**config.mk**
```make
export PLATFORM = sky130hd
export DESIGN_NAME = dma_controller
export DESIGN_NICKNAME = d
export VERILOG_FILES = /design/src/logic/dma_pkg.sv /design/src/logic/write_fifo.sv /design/src/logic/priority_arbiter.sv /design/src/logic/dma_controller.sv
export VERILOG_INCLUDE_DIRS = /design/src /design/src/logic
export SDC_FILE = /design/constraint.sdc
export NUM_CORES = 1
export LEC_CHECK = 0
export ABC_CLOCK_PERIOD_IN_PS = 5500
export BUFFER_PORTS_ARGS = -buffer_cell sky130_fd_sc_hd__buf_2
export CAP_MARGIN = 5
export CORE_MARGIN = 3
export CORE_UTILIZATION = 63
export CTS_CLUSTER_DIAMETER = 150
export DETAILED_ROUTE_END_ITERATION = 8
export PLACE_DENSITY = 0.88
export SYNTH_ARGS = -nofsm -noshare
export SYNTH_HDL_FRONTEND = slang
export SYNTH_SLANG_ARGS = --single-unit
```
**constraint.sdc**
```tcl
create_clock -name core_clk -period 5.5 [get_ports core_clk]
set_clock_uncertainty 0.2 [all_clocks]
set_input_delay 1.1 -clock core_clk [delete_from_list [all_inputs] [get_ports core_clk]]
set_output_delay 1.1 -clock core_clk [all_outputs]
set_load 0.05 [all_outputs]
```
**src/logic/dma_map.svh**
```systemverilog
`ifndef DMA_MAP_SVH
`define DMA_MAP_SVH

// Slave register index on the four low address inputs
`define DMA_IDX_MODE 4'h8
`define DMA_IDX_CHAN_LIMIT 4'h8
`define DMA_IDX_CHAN_MSB 2
`define DMA_IDX_CHAN_LSB 1
`define DMA_IDX_COUNT_BIT 0

// Mode register fields
`define DMA_MODE_EN_MSB 3
`define DMA_MODE_ROT_BIT 4
`define DMA_MODE_RESET 8'h00

// Count register fields
`define DMA_TYPE_MSB 15
`define DMA_TYPE_LSB 14
`define DMA_CNT_MSB 13
`define DMA_REG_RESET 16'h0000

// Write buffer entry layout and shape
`define DMA_FE_ADDR_MSB 12
`define DMA_FE_ADDR_LSB 9
`define DMA_FE_HI_BIT 8
`define DMA_FE_DATA_MSB 7
`define DMA_FIFO_WIDTH 13
`define DMA_FIFO_DEPTH 4

`endif

```
**src/logic/dma_pkg.sv**
```systemverilog
package dma_pkg;
    typedef enum logic [4:0] {
        ST_IDLE = 5'h01,
        ST_HOLD = 5'h02,
        ST_ADDR = 5'h04,
        ST_XFER = 5'h08,
        ST_DONE = 5'h10
    } cycle_state_t;

    typedef enum logic [1:0] {
        OP_VERIFY = 2'h0,
        OP_WRITE = 2'h1,
        OP_READ = 2'h2,
        OP_ILLEGAL = 2'h3
    } op_type_t;
endpackage

```
**src/logic/write_fifo.sv**
```systemverilog
module write_fifo #(
    parameter int WIDTH = 13,
    parameter int DEPTH = 4
) (
    input wire logic core_clk, // System clock
    input wire logic nrst, // Sync reset, low
    input wire logic clkEn, // Freezes state when low
    input wire logic inValid, // Push request
    output logic inReady, // Room for a push
    input wire logic [WIDTH-1:0] inData, // Pushed word
    output logic outValid, // Word available
    input wire logic outReady, // Pop request
    output logic [WIDTH-1:0] outData // Oldest word
);
    localparam int AW = $clog2(DEPTH);

    logic [WIDTH-1:0] mem_r [DEPTH];
    logic [WIDTH-1:0] mem_nxt [DEPTH];
    logic [AW-1:0] wrPtr_r, wrPtr_nxt, rdPtr_r, rdPtr_nxt;
    logic [AW:0] count_r, count_nxt;
    logic push, pop;

    assign inReady = count_r != (AW+1)'(DEPTH);
    assign outValid = count_r != '0;
    assign outData = mem_r[rdPtr_r];
    assign push = inValid && inReady;
    assign pop = outValid && outReady;

    always_comb begin
        mem_nxt = mem_r;
        wrPtr_nxt = wrPtr_r;
        rdPtr_nxt = rdPtr_r;
        count_nxt = count_r;
        if (push) begin
            mem_nxt[wrPtr_r] = inData;
            wrPtr_nxt = (wrPtr_r == AW'(DEPTH - 1)) ? '0 : wrPtr_r + AW'(1);
        end
        if (pop) begin
            rdPtr_nxt = (rdPtr_r == AW'(DEPTH - 1)) ? '0 : rdPtr_r + AW'(1);
        end
        if (push && !pop) begin
            count_nxt = count_r + (AW+1)'(1);
        end else if (pop && !push) begin
            count_nxt = count_r - (AW+1)'(1);
        end
    end

    always_ff @(posedge core_clk) begin
        if (!nrst) begin
            for (int i = 0; i < DEPTH; i++) begin
                mem_r[i] <= '0;
            end
            wrPtr_r <= '0;
            rdPtr_r <= '0;
            count_r <= '0;
        end else if (clkEn) begin
            mem_r <= mem_nxt;
            wrPtr_r <= wrPtr_nxt;
            rdPtr_r <= rdPtr_nxt;
            count_r <= count_nxt;
        end
    end
endmodule // write_fifo

```
**src/logic/priority_arbiter.sv**
```systemverilog
module priority_arbiter (
    input wire logic core_clk, // System clock
    input wire logic nrst, // Sync reset, low
    input wire logic clkEn, // Freezes state when low
    input wire logic [3:0] req, // Enabled requests
    input wire logic rotate, // Rotating priority on
    input wire logic advance, // A cycle ends now
    input wire logic [1:0] servedChan, // Channel just serviced
    output logic anyReq, // Some request pending
    output logic [1:0] winner // Highest priority requester
);
    logic [1:0] highest_r, highest_nxt, idx;
    logic found;

    always_comb begin
        highest_nxt = highest_r;
        idx = 2'h0;
        found = 1'b0;
        if (rotate && advance) begin
            highest_nxt = servedChan + 2'h1;
        end
        if (!rotate) begin
            highest_nxt = 2'h0;
        end
        anyReq = |req;
        winner = highest_nxt;
        for (int i = 0; i < 4; i++) begin
            idx = highest_nxt + 2'(i);
            if (req[idx] && !found) begin
                winner = idx;
                found = 1'b1;
            end
        end
    end

    always_ff @(posedge core_clk) begin
        if (!nrst) begin
            highest_r <= 2'h0;
        end else if (clkEn) begin
            highest_r <= highest_nxt;
        end
    end
endmodule // priority_arbiter

```
**src/logic/dma_controller.sv**
```systemverilog
`include "dma_map.svh"
module dma_controller (
    input wire logic core_clk, // 250 MHz system clock
    input wire logic nrst, // Sync reset, low
    input wire logic clkEn, // Freezes all state when low
    input wire logic [3:0] channelRequest, // Peripheral requests
    output logic [3:0] channelAcknowledge_n, // Per-channel select, low
    output logic busHoldRequest, // Asks the CPU for the bus
    input wire logic busHoldGrant, // CPU has released the bus
    input wire logic memReady, // Low adds wait states
    input wire logic chipSelect_n, // Slave select, low
    input wire logic [3:0] addrIn, // Register select in slave mode
    output logic [7:0] addrOut, // Low memory address byte
    output logic addrOe, // Drives address pins
    input wire logic [7:0] dataIn, // Data bus input
    output logic [7:0] dataOut, // Data bus output
    output logic dataOe, // Drives data bus
    input wire logic periphReadIn_n, // Slave register read, low
    input wire logic periphWriteIn_n, // Slave register write, low
    output logic periphReadStrobe_n, // Master peripheral read, low
    output logic periphWriteStrobe_n, // Master peripheral write, low
    output logic memoryReadStrobe_n, // Memory read, low
    output logic memoryWriteStrobe_n, // Memory write, low
    output logic controlOe, // Drives the four strobes
    output logic upperAddressStrobe, // Latches high address byte
    output logic masterBusIsolate, // High while master
    output logic blockEndFlag, // Last cycle of the block
    output logic regWriteReady // Room for a register write
);
    dma_pkg::cycle_state_t state_r, state_nxt;
    dma_pkg::op_type_t curOp;
    logic [15:0] addr_r [4];
    logic [15:0] addr_nxt [4];
    logic [15:0] cnt_r [4];
    logic [15:0] cnt_nxt [4];
    logic [7:0] mode_r, mode_nxt;
    logic [3:0] tcSeen_r, tcSeen_nxt;
    logic [1:0] cur_r, cur_nxt;
    logic [7:0] addrOut_r, addrOut_nxt, dataOut_r, dataOut_nxt;
    logic blockEnd_r, blockEnd_nxt;
    logic ptrHigh_r, ptrHigh_nxt;
    logic wrPrev_r, rdPrev_r;
    logic slave, wrFall, rdFall, master, stAddr, stXfer, stDone;
    logic anyReq, fifoOutValid, fifoPop, statusRead, enterAddr;
    logic [1:0] winner;
    logic [3:0] enabledReq;
    logic [`DMA_FIFO_WIDTH-1:0] fifoIn, fifoOut;
    logic [3:0] feAddr;
    logic [1:0] feChan, rdChan;
    logic [7:0] feData, readByte;
    logic [15:0] rdWord;

    assign stAddr = state_r == dma_pkg::ST_ADDR;
    assign stXfer = state_r == dma_pkg::ST_XFER;
    assign stDone = state_r == dma_pkg::ST_DONE;
    assign master = stAddr || stXfer || stDone;
    assign slave = !chipSelect_n && !master;
    assign wrFall = slave && wrPrev_r && !periphWriteIn_n;
    assign rdFall = slave && rdPrev_r && !periphReadIn_n;
    assign enabledReq = channelRequest & mode_r[`DMA_MODE_EN_MSB:0];
    assign curOp = dma_pkg::op_type_t'(cnt_r[cur_r][`DMA_TYPE_MSB:`DMA_TYPE_LSB]);

    assign fifoIn = {addrIn, ptrHigh_r, dataIn};
    assign feAddr = fifoOut[`DMA_FE_ADDR_MSB:`DMA_FE_ADDR_LSB];
    assign feChan = feAddr[`DMA_IDX_CHAN_MSB:`DMA_IDX_CHAN_LSB];
    assign feData = fifoOut[`DMA_FE_DATA_MSB:0];
    // Register updates wait until the sequencer is back in ST_IDLE
    assign fifoPop = fifoOutValid && state_r == dma_pkg::ST_IDLE;

    write_fifo #(
        .WIDTH(`DMA_FIFO_WIDTH),
        .DEPTH(`DMA_FIFO_DEPTH)
    ) u_write_fifo (
        .core_clk(core_clk),
        .nrst(nrst),
        .clkEn(clkEn),
        .inValid(wrFall),
        .inReady(regWriteReady),
        .inData(fifoIn),
        .outValid(fifoOutValid),
        .outReady(fifoPop),
        .outData(fifoOut)
    );

    priority_arbiter u_priority_arbiter (
        .core_clk(core_clk),
        .nrst(nrst),
        .clkEn(clkEn),
        .req(enabledReq),
        .rotate(mode_r[`DMA_MODE_ROT_BIT]),
        .advance(stDone),
        .servedChan(cur_r),
        .anyReq(anyReq),
        .winner(winner)
    );

    assign rdChan = addrIn[`DMA_IDX_CHAN_MSB:`DMA_IDX_CHAN_LSB];
    assign rdWord = addrIn[`DMA_IDX_COUNT_BIT] ? cnt_r[rdChan] : addr_r[rdChan];
    assign statusRead = rdFall && addrIn == `DMA_IDX_MODE;
    always_comb begin
        readByte = 8'h00;
        if (addrIn < `DMA_IDX_CHAN_LIMIT) begin
            readByte = ptrHigh_r ? rdWord[15:8] : rdWord[7:0];
        end else if (addrIn == `DMA_IDX_MODE) begin
            readByte = {3'h0, master, tcSeen_r};
        end
    end

    // Register file next values
    always_comb begin
        addr_nxt = addr_r;
        cnt_nxt = cnt_r;
        mode_nxt = mode_r;
        tcSeen_nxt = tcSeen_r;
        ptrHigh_nxt = ptrHigh_r;
        if ((wrFall || rdFall) && addrIn < `DMA_IDX_CHAN_LIMIT) begin
            ptrHigh_nxt = !ptrHigh_r;
        end else if (wrFall && addrIn == `DMA_IDX_MODE) begin
            ptrHigh_nxt = 1'b0;
        end
        if (fifoPop && feAddr < `DMA_IDX_CHAN_LIMIT) begin
            if (feAddr[`DMA_IDX_COUNT_BIT]) begin
                if (fifoOut[`DMA_FE_HI_BIT]) begin
                    cnt_nxt[feChan][15:8] = feData;
                end else begin
                    cnt_nxt[feChan][7:0] = feData;
                end
            end else if (fifoOut[`DMA_FE_HI_BIT]) begin
                addr_nxt[feChan][15:8] = feData;
            end else begin
                addr_nxt[feChan][7:0] = feData;
            end
        end else if (fifoPop && feAddr == `DMA_IDX_MODE) begin
            mode_nxt = feData;
        end
        if (stDone) begin
            addr_nxt[cur_r] = addr_r[cur_r] + 16'h0001;
            cnt_nxt[cur_r][`DMA_CNT_MSB:0] =
                cnt_r[cur_r][`DMA_CNT_MSB:0] - 14'h0001;
        end
        if (statusRead) begin
            tcSeen_nxt = 4'h0;
        end
        // end of block recorded, set wins
        if (stDone && blockEnd_r) begin
            tcSeen_nxt[cur_r] = 1'b1;
        end
    end

    // Cycle sequencer next values
    always_comb begin
        state_nxt = state_r;
        cur_nxt = cur_r;
        addrOut_nxt = addrOut_r;
        dataOut_nxt = dataOut_r;
        blockEnd_nxt = blockEnd_r;
        enterAddr = 1'b0;
        if (rdFall) begin
            dataOut_nxt = readByte;
        end
        unique case (state_r)
            dma_pkg::ST_IDLE: begin
                if (anyReq) begin
                    state_nxt = dma_pkg::ST_HOLD;
                end
            end
            dma_pkg::ST_HOLD: begin
                if (!anyReq) begin
                    state_nxt = dma_pkg::ST_IDLE;
                end else if (busHoldGrant) begin
                    enterAddr = 1'b1;
                end
            end
            dma_pkg::ST_ADDR: begin
                state_nxt = dma_pkg::ST_XFER;
            end
            dma_pkg::ST_XFER: begin
                if (memReady) begin
                    state_nxt = dma_pkg::ST_DONE;
                end
            end
            dma_pkg::ST_DONE: begin
                if (anyReq && busHoldGrant) begin
                    enterAddr = 1'b1;
                end else begin
                    state_nxt = dma_pkg::ST_IDLE;
                    blockEnd_nxt = 1'b0;
                end
            end
        endcase
        if (enterAddr) begin
            state_nxt = dma_pkg::ST_ADDR;
            cur_nxt = winner;
            addrOut_nxt = addr_nxt[winner][7:0];
            dataOut_nxt = addr_nxt[winner][15:8];
            blockEnd_nxt = cnt_nxt[winner][`DMA_CNT_MSB:0] == 14'h0000;
        end
    end

    always_comb begin
        channelAcknowledge_n = 4'hf;
        if (stXfer) begin
            channelAcknowledge_n[cur_r] = 1'b0;
        end
    end

    // strobes only in the transfer state
    // read out of memory, write into it
    assign memoryReadStrobe_n = !(stXfer && curOp == dma_pkg::OP_READ);
    assign periphWriteStrobe_n = !(stXfer && curOp == dma_pkg::OP_READ);
    assign memoryWriteStrobe_n = !(stXfer && curOp == dma_pkg::OP_WRITE);
    assign periphReadStrobe_n = !(stXfer && curOp == dma_pkg::OP_WRITE);
    assign controlOe = master;
    assign addrOe = master;
    assign masterBusIsolate = master;
    assign busHoldRequest = state_r != dma_pkg::ST_IDLE;
    assign upperAddressStrobe = stAddr;
    assign dataOe = stAddr || (slave && !periphReadIn_n);
    assign addrOut = addrOut_r;
    assign dataOut = dataOut_r;
    assign blockEndFlag = blockEnd_r && master;

    always_ff @(posedge core_clk) begin
        if (!nrst) begin
            for (int i = 0; i < 4; i++) begin
                addr_r[i] <= `DMA_REG_RESET;
                cnt_r[i] <= `DMA_REG_RESET;
            end
            mode_r <= `DMA_MODE_RESET;
            tcSeen_r <= 4'h0;
            ptrHigh_r <= 1'b0;
            wrPrev_r <= 1'b1;
            rdPrev_r <= 1'b1;
            state_r <= dma_pkg::ST_IDLE;
            cur_r <= 2'h0;
            addrOut_r <= 8'h00;
            dataOut_r <= 8'h00;
            blockEnd_r <= 1'b0;
        end else if (clkEn) begin
            addr_r <= addr_nxt;
            cnt_r <= cnt_nxt;
            mode_r <= mode_nxt;
            tcSeen_r <= tcSeen_nxt;
            ptrHigh_r <= ptrHigh_nxt;
            wrPrev_r <= periphWriteIn_n;
            rdPrev_r <= periphReadIn_n;
            state_r <= state_nxt;
            cur_r <= cur_nxt;
            addrOut_r <= addrOut_nxt;
            dataOut_r <= dataOut_nxt;
            blockEnd_r <= blockEnd_nxt;
        end
    end
endmodule // dma_controller

```
==> reports/results.tsv, run 1 <==
stage	metric	value	unit
synth	Seq/Total Area, Yosys	30.1	%
cts	H-tree Lvls	1	
drt	Routed Antenna Nets	0	
sta	Hold Fails Final Rpt	0	
pwr	cell-internal power	2.83	mW
setup_path	WS Path Type	register to primary output	
synth	top area cells in the synthesized netlist	dfxtp_1 30%, mux2i_1 14%, mux4_2 14%, nand2_1 6.8%, nor2b_1 5.4%	
run_status	status	finished, final reports clean	
floorplan	Chip Height	160	um
synth	synth warn	0	
grt	grt met3 use	8.56	%
synth	Synth area leader	dfxtp_1	
worst_hold_path	Worst Hold Class	register to register	
pwr	Max IR drop VDD	0.262	mV
final_layout	Fillers	1720	
synth	Mapped Area	15000	um^2
pwr	register share of total power	43.4	%
synth	dominant synthesized flop cell	dfxtp_1	
drt	routed vias/inst	6.90	
drt	DRT iter0 DRCs	2055	
sta	Setup violations, final	0	
cts	clk buf depth	3	
setup_path	CP required	4.20	ns
drt	final wirelength	46100	um
synth	EDFF count, synth	0	
floorplan	I/O pin cnt	56	
drt	1st-pass router iterations	8	
grt	GR peak layer	met2	
grt	total track usage	35.0	%
floorplan	Die Width	160	um
final_layout	most common library cell in the layout ignoring fill and taps	nand2_1	
sta	actual slew at the worst max-slew pin	1.27	ns
sta	crit path time final	4.42	ns
grt	GR Util met2	55.2	%
sta	final slew viol count	0	
synth	count of state elements after synthesis	225	
synth	top-area cell type share of the netlist area	30.1	%
floorplan	Die ar.	25700	um^2
worst_hold_path	min-delay src	addrOut[0]	
place	Area after DPL	15300	um^2
cts	Worst-path clk slew	0.06	ns
setup_path	Critical Path AT	3.12	ns
setup_path	Worst Setup End Kind	primary output	
cts	CTS tree	yes	
pwr	Leakage	6.06	nW
place	Port Buffers	55	
pwr	Psw	1.03	mW
drt	Post-route DRC	0	
setup_path	CP max FO	8	
floorplan	Rows	55	
floorplan	initial core utilization	65.2	%
synth	Post-Syn Area per Cell	9.11	um^2
pwr	power share of the clock group	44.0	%
place	GP Congestion	1.14	
final_layout	design area	16200	um^2
cts	Root Driver	clkbuf_16	
cts	CTS buffer count	25	
final_layout	most frequent cells in the layout	272 x nand2_1, 223 x dfxtp_1, 210 x mux2i_1	
final_layout	Nets	1664	
setup_path	crit path launch type	register	
setup_path	launch point of the critical path	state_r[4]	
sta	Worst slew margin	14.4	%
synth	Post-Synthesis Cells	1645	
synth	syn nets	1682	
sta	Max Fclk	226	MHz
cts	post-CTS sizing	0	
grt	GR Overflow Total	0	
setup_path	Critical R2R Launch	cur_r[0]	
sta	Final Cycle Share	80.4	%
final_layout	synth-to-layout area growth	7.94	%
cts	clk_lat worst skew	0.53	ns
place	dpl hpwl	30700	um
cts	hold_buf cts	0	
synth	FFs w/ async S/R, synth	0	%
final_layout	layout cells sized above 1	17.4	%
drt	WL/cell	23.5	um
pwr	Sw Share	26.8	%
floorplan	Core ar.	23000	um^2
flow_run	max_cap viols	0	
drt	overall via count from detail_route	13500	
sta	TNS Setup	0	ns
grt	initial antenna violation count	1	
grt	largest net degree at the start of global routing	114	
sta	unrepaired setup endpoints after global routing	no	
pwr	logic gate share of total power	12.6	%
grt	first-pass GRT wire length	72700	um
cts	Post-CTS Setup Inserts	0	
synth	number of distinct library cells after synthesis	58	
grt	met1 Usage GRT	43.2	%
pwr	pwr dens	239	nW/um^2
grt	vias in the first global route	13400	
cts	clk sinks	225	
worst paths after layout:
| path | to | slack (ns) | cells past startpoint |
|---|---|---|---|
| max | dataOe | 1.08 | 6 |
| min | addrOut[0] | 0.26 | 2 |
| max reg2reg | addrOut[4] | 1.10 | 12 |
| min reg2reg | addrOut[0] | 0.26 | 2 |
registers in the layout, indices dropped and copies added (netlist names), 2 cells and up:
register and count:
addrOut 8, u_write_fifo.wrPtr_r 2, cur_r 2, u_write_fifo.count_r 3
addr_r 64, dataOut 8, mode_r 5, u_write_fifo.rdPtr_r 2
tcSeen_r 4, u_write_fifo.mem_r 52, state_r 5, cnt_r 64
u_priority_arbiter.highest_r 2
Yosys cell counts (3+ instances only):
cell type	instances
nor2b_1	129
buf_4	8
clkbuf_1	81
a221oi_1	7
xnor2_1	16
and3_1	10
and4_1	3
mux4_2	93
nor2_4	4
o211ai_1	6
a22oi_1	7
ha_1	12
xor2_1	17
o21a_1	8
nand3_1	20
a2bb2oi_1	5
nand2b_1	6
nand2_1	273
inv_1	14
a21boi_1	5
nor3_1	17
mux2i_1	210
or2_2	6
nand4_1	11
or3_1	5
buf_1	25
dfxtp_1	225
o21ai_0	104
a31oi_1	5
nand3b_1	4
nor2_1	61
a21boi_0	64
buf_2	11
mux2_2	48
nor3_2	4
or4_1	9
o22ai_1	7
o211a_1	3
a21oi_1	48
nor4_1	14
and2_1	17
cells by family (layout without fill, tap and decap cells):
group,Yosys count,in the layout,share of synthesized area [%]
AOI/OAI and AO/OA,277,277,11.4
xor gates and xnor gates,33,33,1.93
adders and majority gates,13,13,1.14
buffers and inverters,141,141,3.87
DFF,225,225,30.1
muxes,353,353,31.8
other,0,3,0
and+or+nand+nor,603,603,19.8
critical path: stages, from the launching register on:
cell and delay [ns]:
dfxtp_1 0.45, nor2b_1 0.41, o31ai_1 0.17, nor3_1 0.78
nor3_1 0.23, or2_2 0.34, buf_2 0.21
through the flow:
step / hold slack (ns) / setup WS (ns) / total power [mW] / cells / utilization (%)
floorplan: 0.233 / 1.31 / 2.08 / 1645 / -
global placement: 0.241 / 1.25 / 2.17 / 1913 / 66.7
detailed placement: 0.249 / 1.16 / 2.19 / 1913 / 66.7
CTS: 0.257 / 1.14 / 3.85 / 1958 / 70.4
global route: 0.287 / 0.857 / 3.95 / 1958 / 70.4
finish: 0.256 / 1.08 / 3.86 / 1961 / 70.4
power by group through the flow:
stage          Sequential (mW)  Combinational [mW]  Clock, mW
2_1_floorplan             1.71               0.362          0
3_3_place_gp              1.71               0.463          0
3_5_place_dp              1.71               0.473          0
4_1_cts                   1.68               0.476       1.70
5_1_grt                   1.68               0.514       1.76
6_report                  1.68               0.487       1.70
layout make-up:
| type | count | area, um^2 | area share (%) |
|---|---|---|---|
| antenna | 3 | 7.51 | 0.0464 |
| clock buffer | 38 | 764 | 4.73 |
| clock inverter | 7 | 66.3 | 0.410 |
| inverter | 15 | 56.3 | 0.348 |
| multi-input combinational | 1279 | 9910 | 61.2 |
| sequential | 225 | 4510 | 27.9 |
| tap | 313 | 392 | 2.42 |
| timing repair buffer | 81 | 479 | 2.96 |
routing by layer:
metal / up-vias / share of wire (%)
met4: 0 / 7.5
met5: - / 0
li1: 5875 / -
met2: 976 / 45
met1: 6385 / 36
met3: 295 / 12
No activity file was read; power rests on OpenSTA's default activity.
==> inputs of run 2 (changes only) <==
- ABC_CLOCK_PERIOD_IN_PS: 5500 -> 3900
- CORE_UTILIZATION: 63 -> 57
- PLACE_DENSITY: 0.88 -> 0.84
- clock period: 5.5 -> 3.9 ns (I/O delays scaled with it)
==> reports/results.tsv, run 2 (same netlist as run 1, synthesis figures left out) <==
stage	metric	value	unit	change
setup_path	CP max FO	6		-2
cts	CTS buffer count	25		unchanged
sta	Worst Hold Margin	0.259	ns	+0.00295 ns
sta	crit path time final	3.79	ns	
setup_path	crit path launch type	register		
final_layout	synth-to-layout area growth	13.2	%	
drt	Post-route DRC	0		unchanged
grt	largest net degree at the start of global routing	79		-31%
setup_path	Worst Setup End Kind	register		
drt	1st-pass router iterations	7		-1
floorplan	I/O pin cnt	56		unchanged
grt	GR Overflow Total	0		unchanged
pwr	Leakage	6.49	nW	+7.1%
sta	Setup violations, final	0		unchanged
final_layout	top flop regs	addr_r (64), cnt_r (64), u_write_fifo.mem_r (52)		
final_layout	most frequent cells in the layout	272 x nand2_1, 223 x dfxtp_1, 209 x mux2i_1		
sta	actual slew at the worst max-slew pin	0.777	ns	-0.496 ns
drt	Routed Antenna Nets	0		unchanged
floorplan	Die Width	168	um	+4.9%
grt	total track usage	31.8	%	-3.2 points
drt	DRT iter0 DRCs	1575		-23%
cts	H-tree Lvls	1		unchanged
run_status	status	finished, final reports clean		
sta	Final Cycle Share	97.2	%	
worst_hold_path	Worst Hold Class	register to register		
final_layout	layout cells sized above 1	22.0	%	+4.5 points
flow_run	max_cap viols	0		unchanged
floorplan	initial core utilization	58.7	%	-6.5 points
drt	WL/cell	22.7	um	-3.5%
setup_path	Critical Path AT	4.00	ns	+0.88 ns
cts	clk sinks	225		unchanged
final_layout	n_diodes	0		-3
final_layout	most common library cell in the layout ignoring fill and taps	nand2_1		
setup_path	WS Path Type	register to register		
final_layout	Fillers	2000		+16%
floorplan	Rows	58		+5.5%
grt	initial antenna violation count	1		unchanged
final_layout	Multi-input gate area	10000	um^2	+1.0%
setup_path	CP required	4.11	ns	-0.09 ns
cts	clk_lat worst skew	0.53	ns	about the same
drt	final wirelength	46500	um	+0.92%
cts	clk buf depth	3		unchanged
sta	Worst slew margin	47.9	%	+34 points
grt	first-pass GRT wire length	72300	um	-0.43%
cts	CTS tree	yes		
sta	Max Fclk	264	MHz	
floorplan	Chip Height	168	um	+4.9%
place	dpl hpwl	32300	um	+5.0%
cts	Worst-path clk slew	0.06	ns	about the same
grt	vias in the first global route	13200		-1.3%
final_layout	area occupied by registers	4510	um^2	+0.11%
floorplan	Die ar.	28300	um^2	+10%
sta	final slew viol count	0		unchanged
cts	Root Driver	clkbuf_16		
final_layout	Nets	1740		+4.6%
pwr	pwr dens	326	nW/um^2	+37%
drt	routed vias/inst	6.55		-5.1%
pwr	Max IR drop VDD	0.423	mV	+62%
place	Port Buffers	55		unchanged
sta	TNS Setup	0	ns	unchanged
floorplan	Core ar.	25500	um^2	+11%
sta	Hold Fails Final Rpt	0		unchanged
place	GP Congestion	1.02		-11%
drt	overall via count from detail_route	13400		-0.81%
## run 2: metal layers
| layer | vias up | part of all wire [%] | GRT usage (%) |
|---|---|---|---|
| met5 | - | 0.028 | 0 |
| met4 | 2 | 5.6 | 17.1 |
| met3 | 180 | 10 | 7.33 |
| met2 | 763 | 46 | 50.8 |
| met1 | 6466 | 38 | 40.3 |
| li1 | 6011 | - | - |
## run 2: final timing paths
path | start | end | slack (ns) | cells past startpoint
hold reg to reg | addrOut[5] | addrOut[5] | 0.26 | 2
setup reg to reg | u_write_fifo.rdPtr_r[0] | addrOut[6] | 0.11 | 10
hold / removal | addrOut[5] | addrOut[5] | 0.26 | 2
setup / recovery | u_write_fifo.rdPtr_r[0] | addrOut[6] | 0.11 | 10
## run 2: through the flow
stage | util [%] | setup slack (ns) | area, um^2 | instances | power, mW
floorplan | - | 0.0249 | 15000 | 1645 | 2.93
global placement | 62.6 | 0.0698 | 16000 | 2002 | 3.13
detailed placement | 62.6 | -0.00618 | 16000 | 2002 | 3.15
CTS | 65.9 | 0.00121 | 16800 | 2046 | 5.54
global route | 66.4 | -0.00882 | 17000 | 2050 | 5.69
finish | 66.4 | 0.109 | 17000 | 2050 | 5.53
## run 2: repair_timing
action / CTS / global route
pin swaps: 0 / 4
buffers inserted: 0 / 4
endpoints found under the setup margin: 5 / 8
gates resized for setup: 3 / 19
hold buffers: 0 / 0
## run 2: critical path: stages, from the launching register on
cell and delay [ns]:
dfxtp_1 0.36, mux4_2 0.54, or4_4 0.48, or3_1 0.55, nor2_4 0.32, mux2_2 0.37, nand2_1 0.06, o21ai_0 0.12
mux4_2 0.50, nand2_1 0.12, a21boi_1 0.07
## run 2: power breakdown
part	switching, mW	total, mW	internal, mW
clock	0.964	2.41	1.45
combinational	0.459	0.760	0.301
sequential	0.0317	2.36	2.33
## run 2: final cells by class
class | instances | area share (%)
Tap cell | 330 | 2.43
Timing Repair Buffer | 157 | 6.71
Multi-Input combinational cell | 1279 | 59.0
Sequential cell | 225 | 26.6
Clock buffer | 41 | 4.69
Inverter | 15 | 0.332
Clock inverter | 3 | 0.251
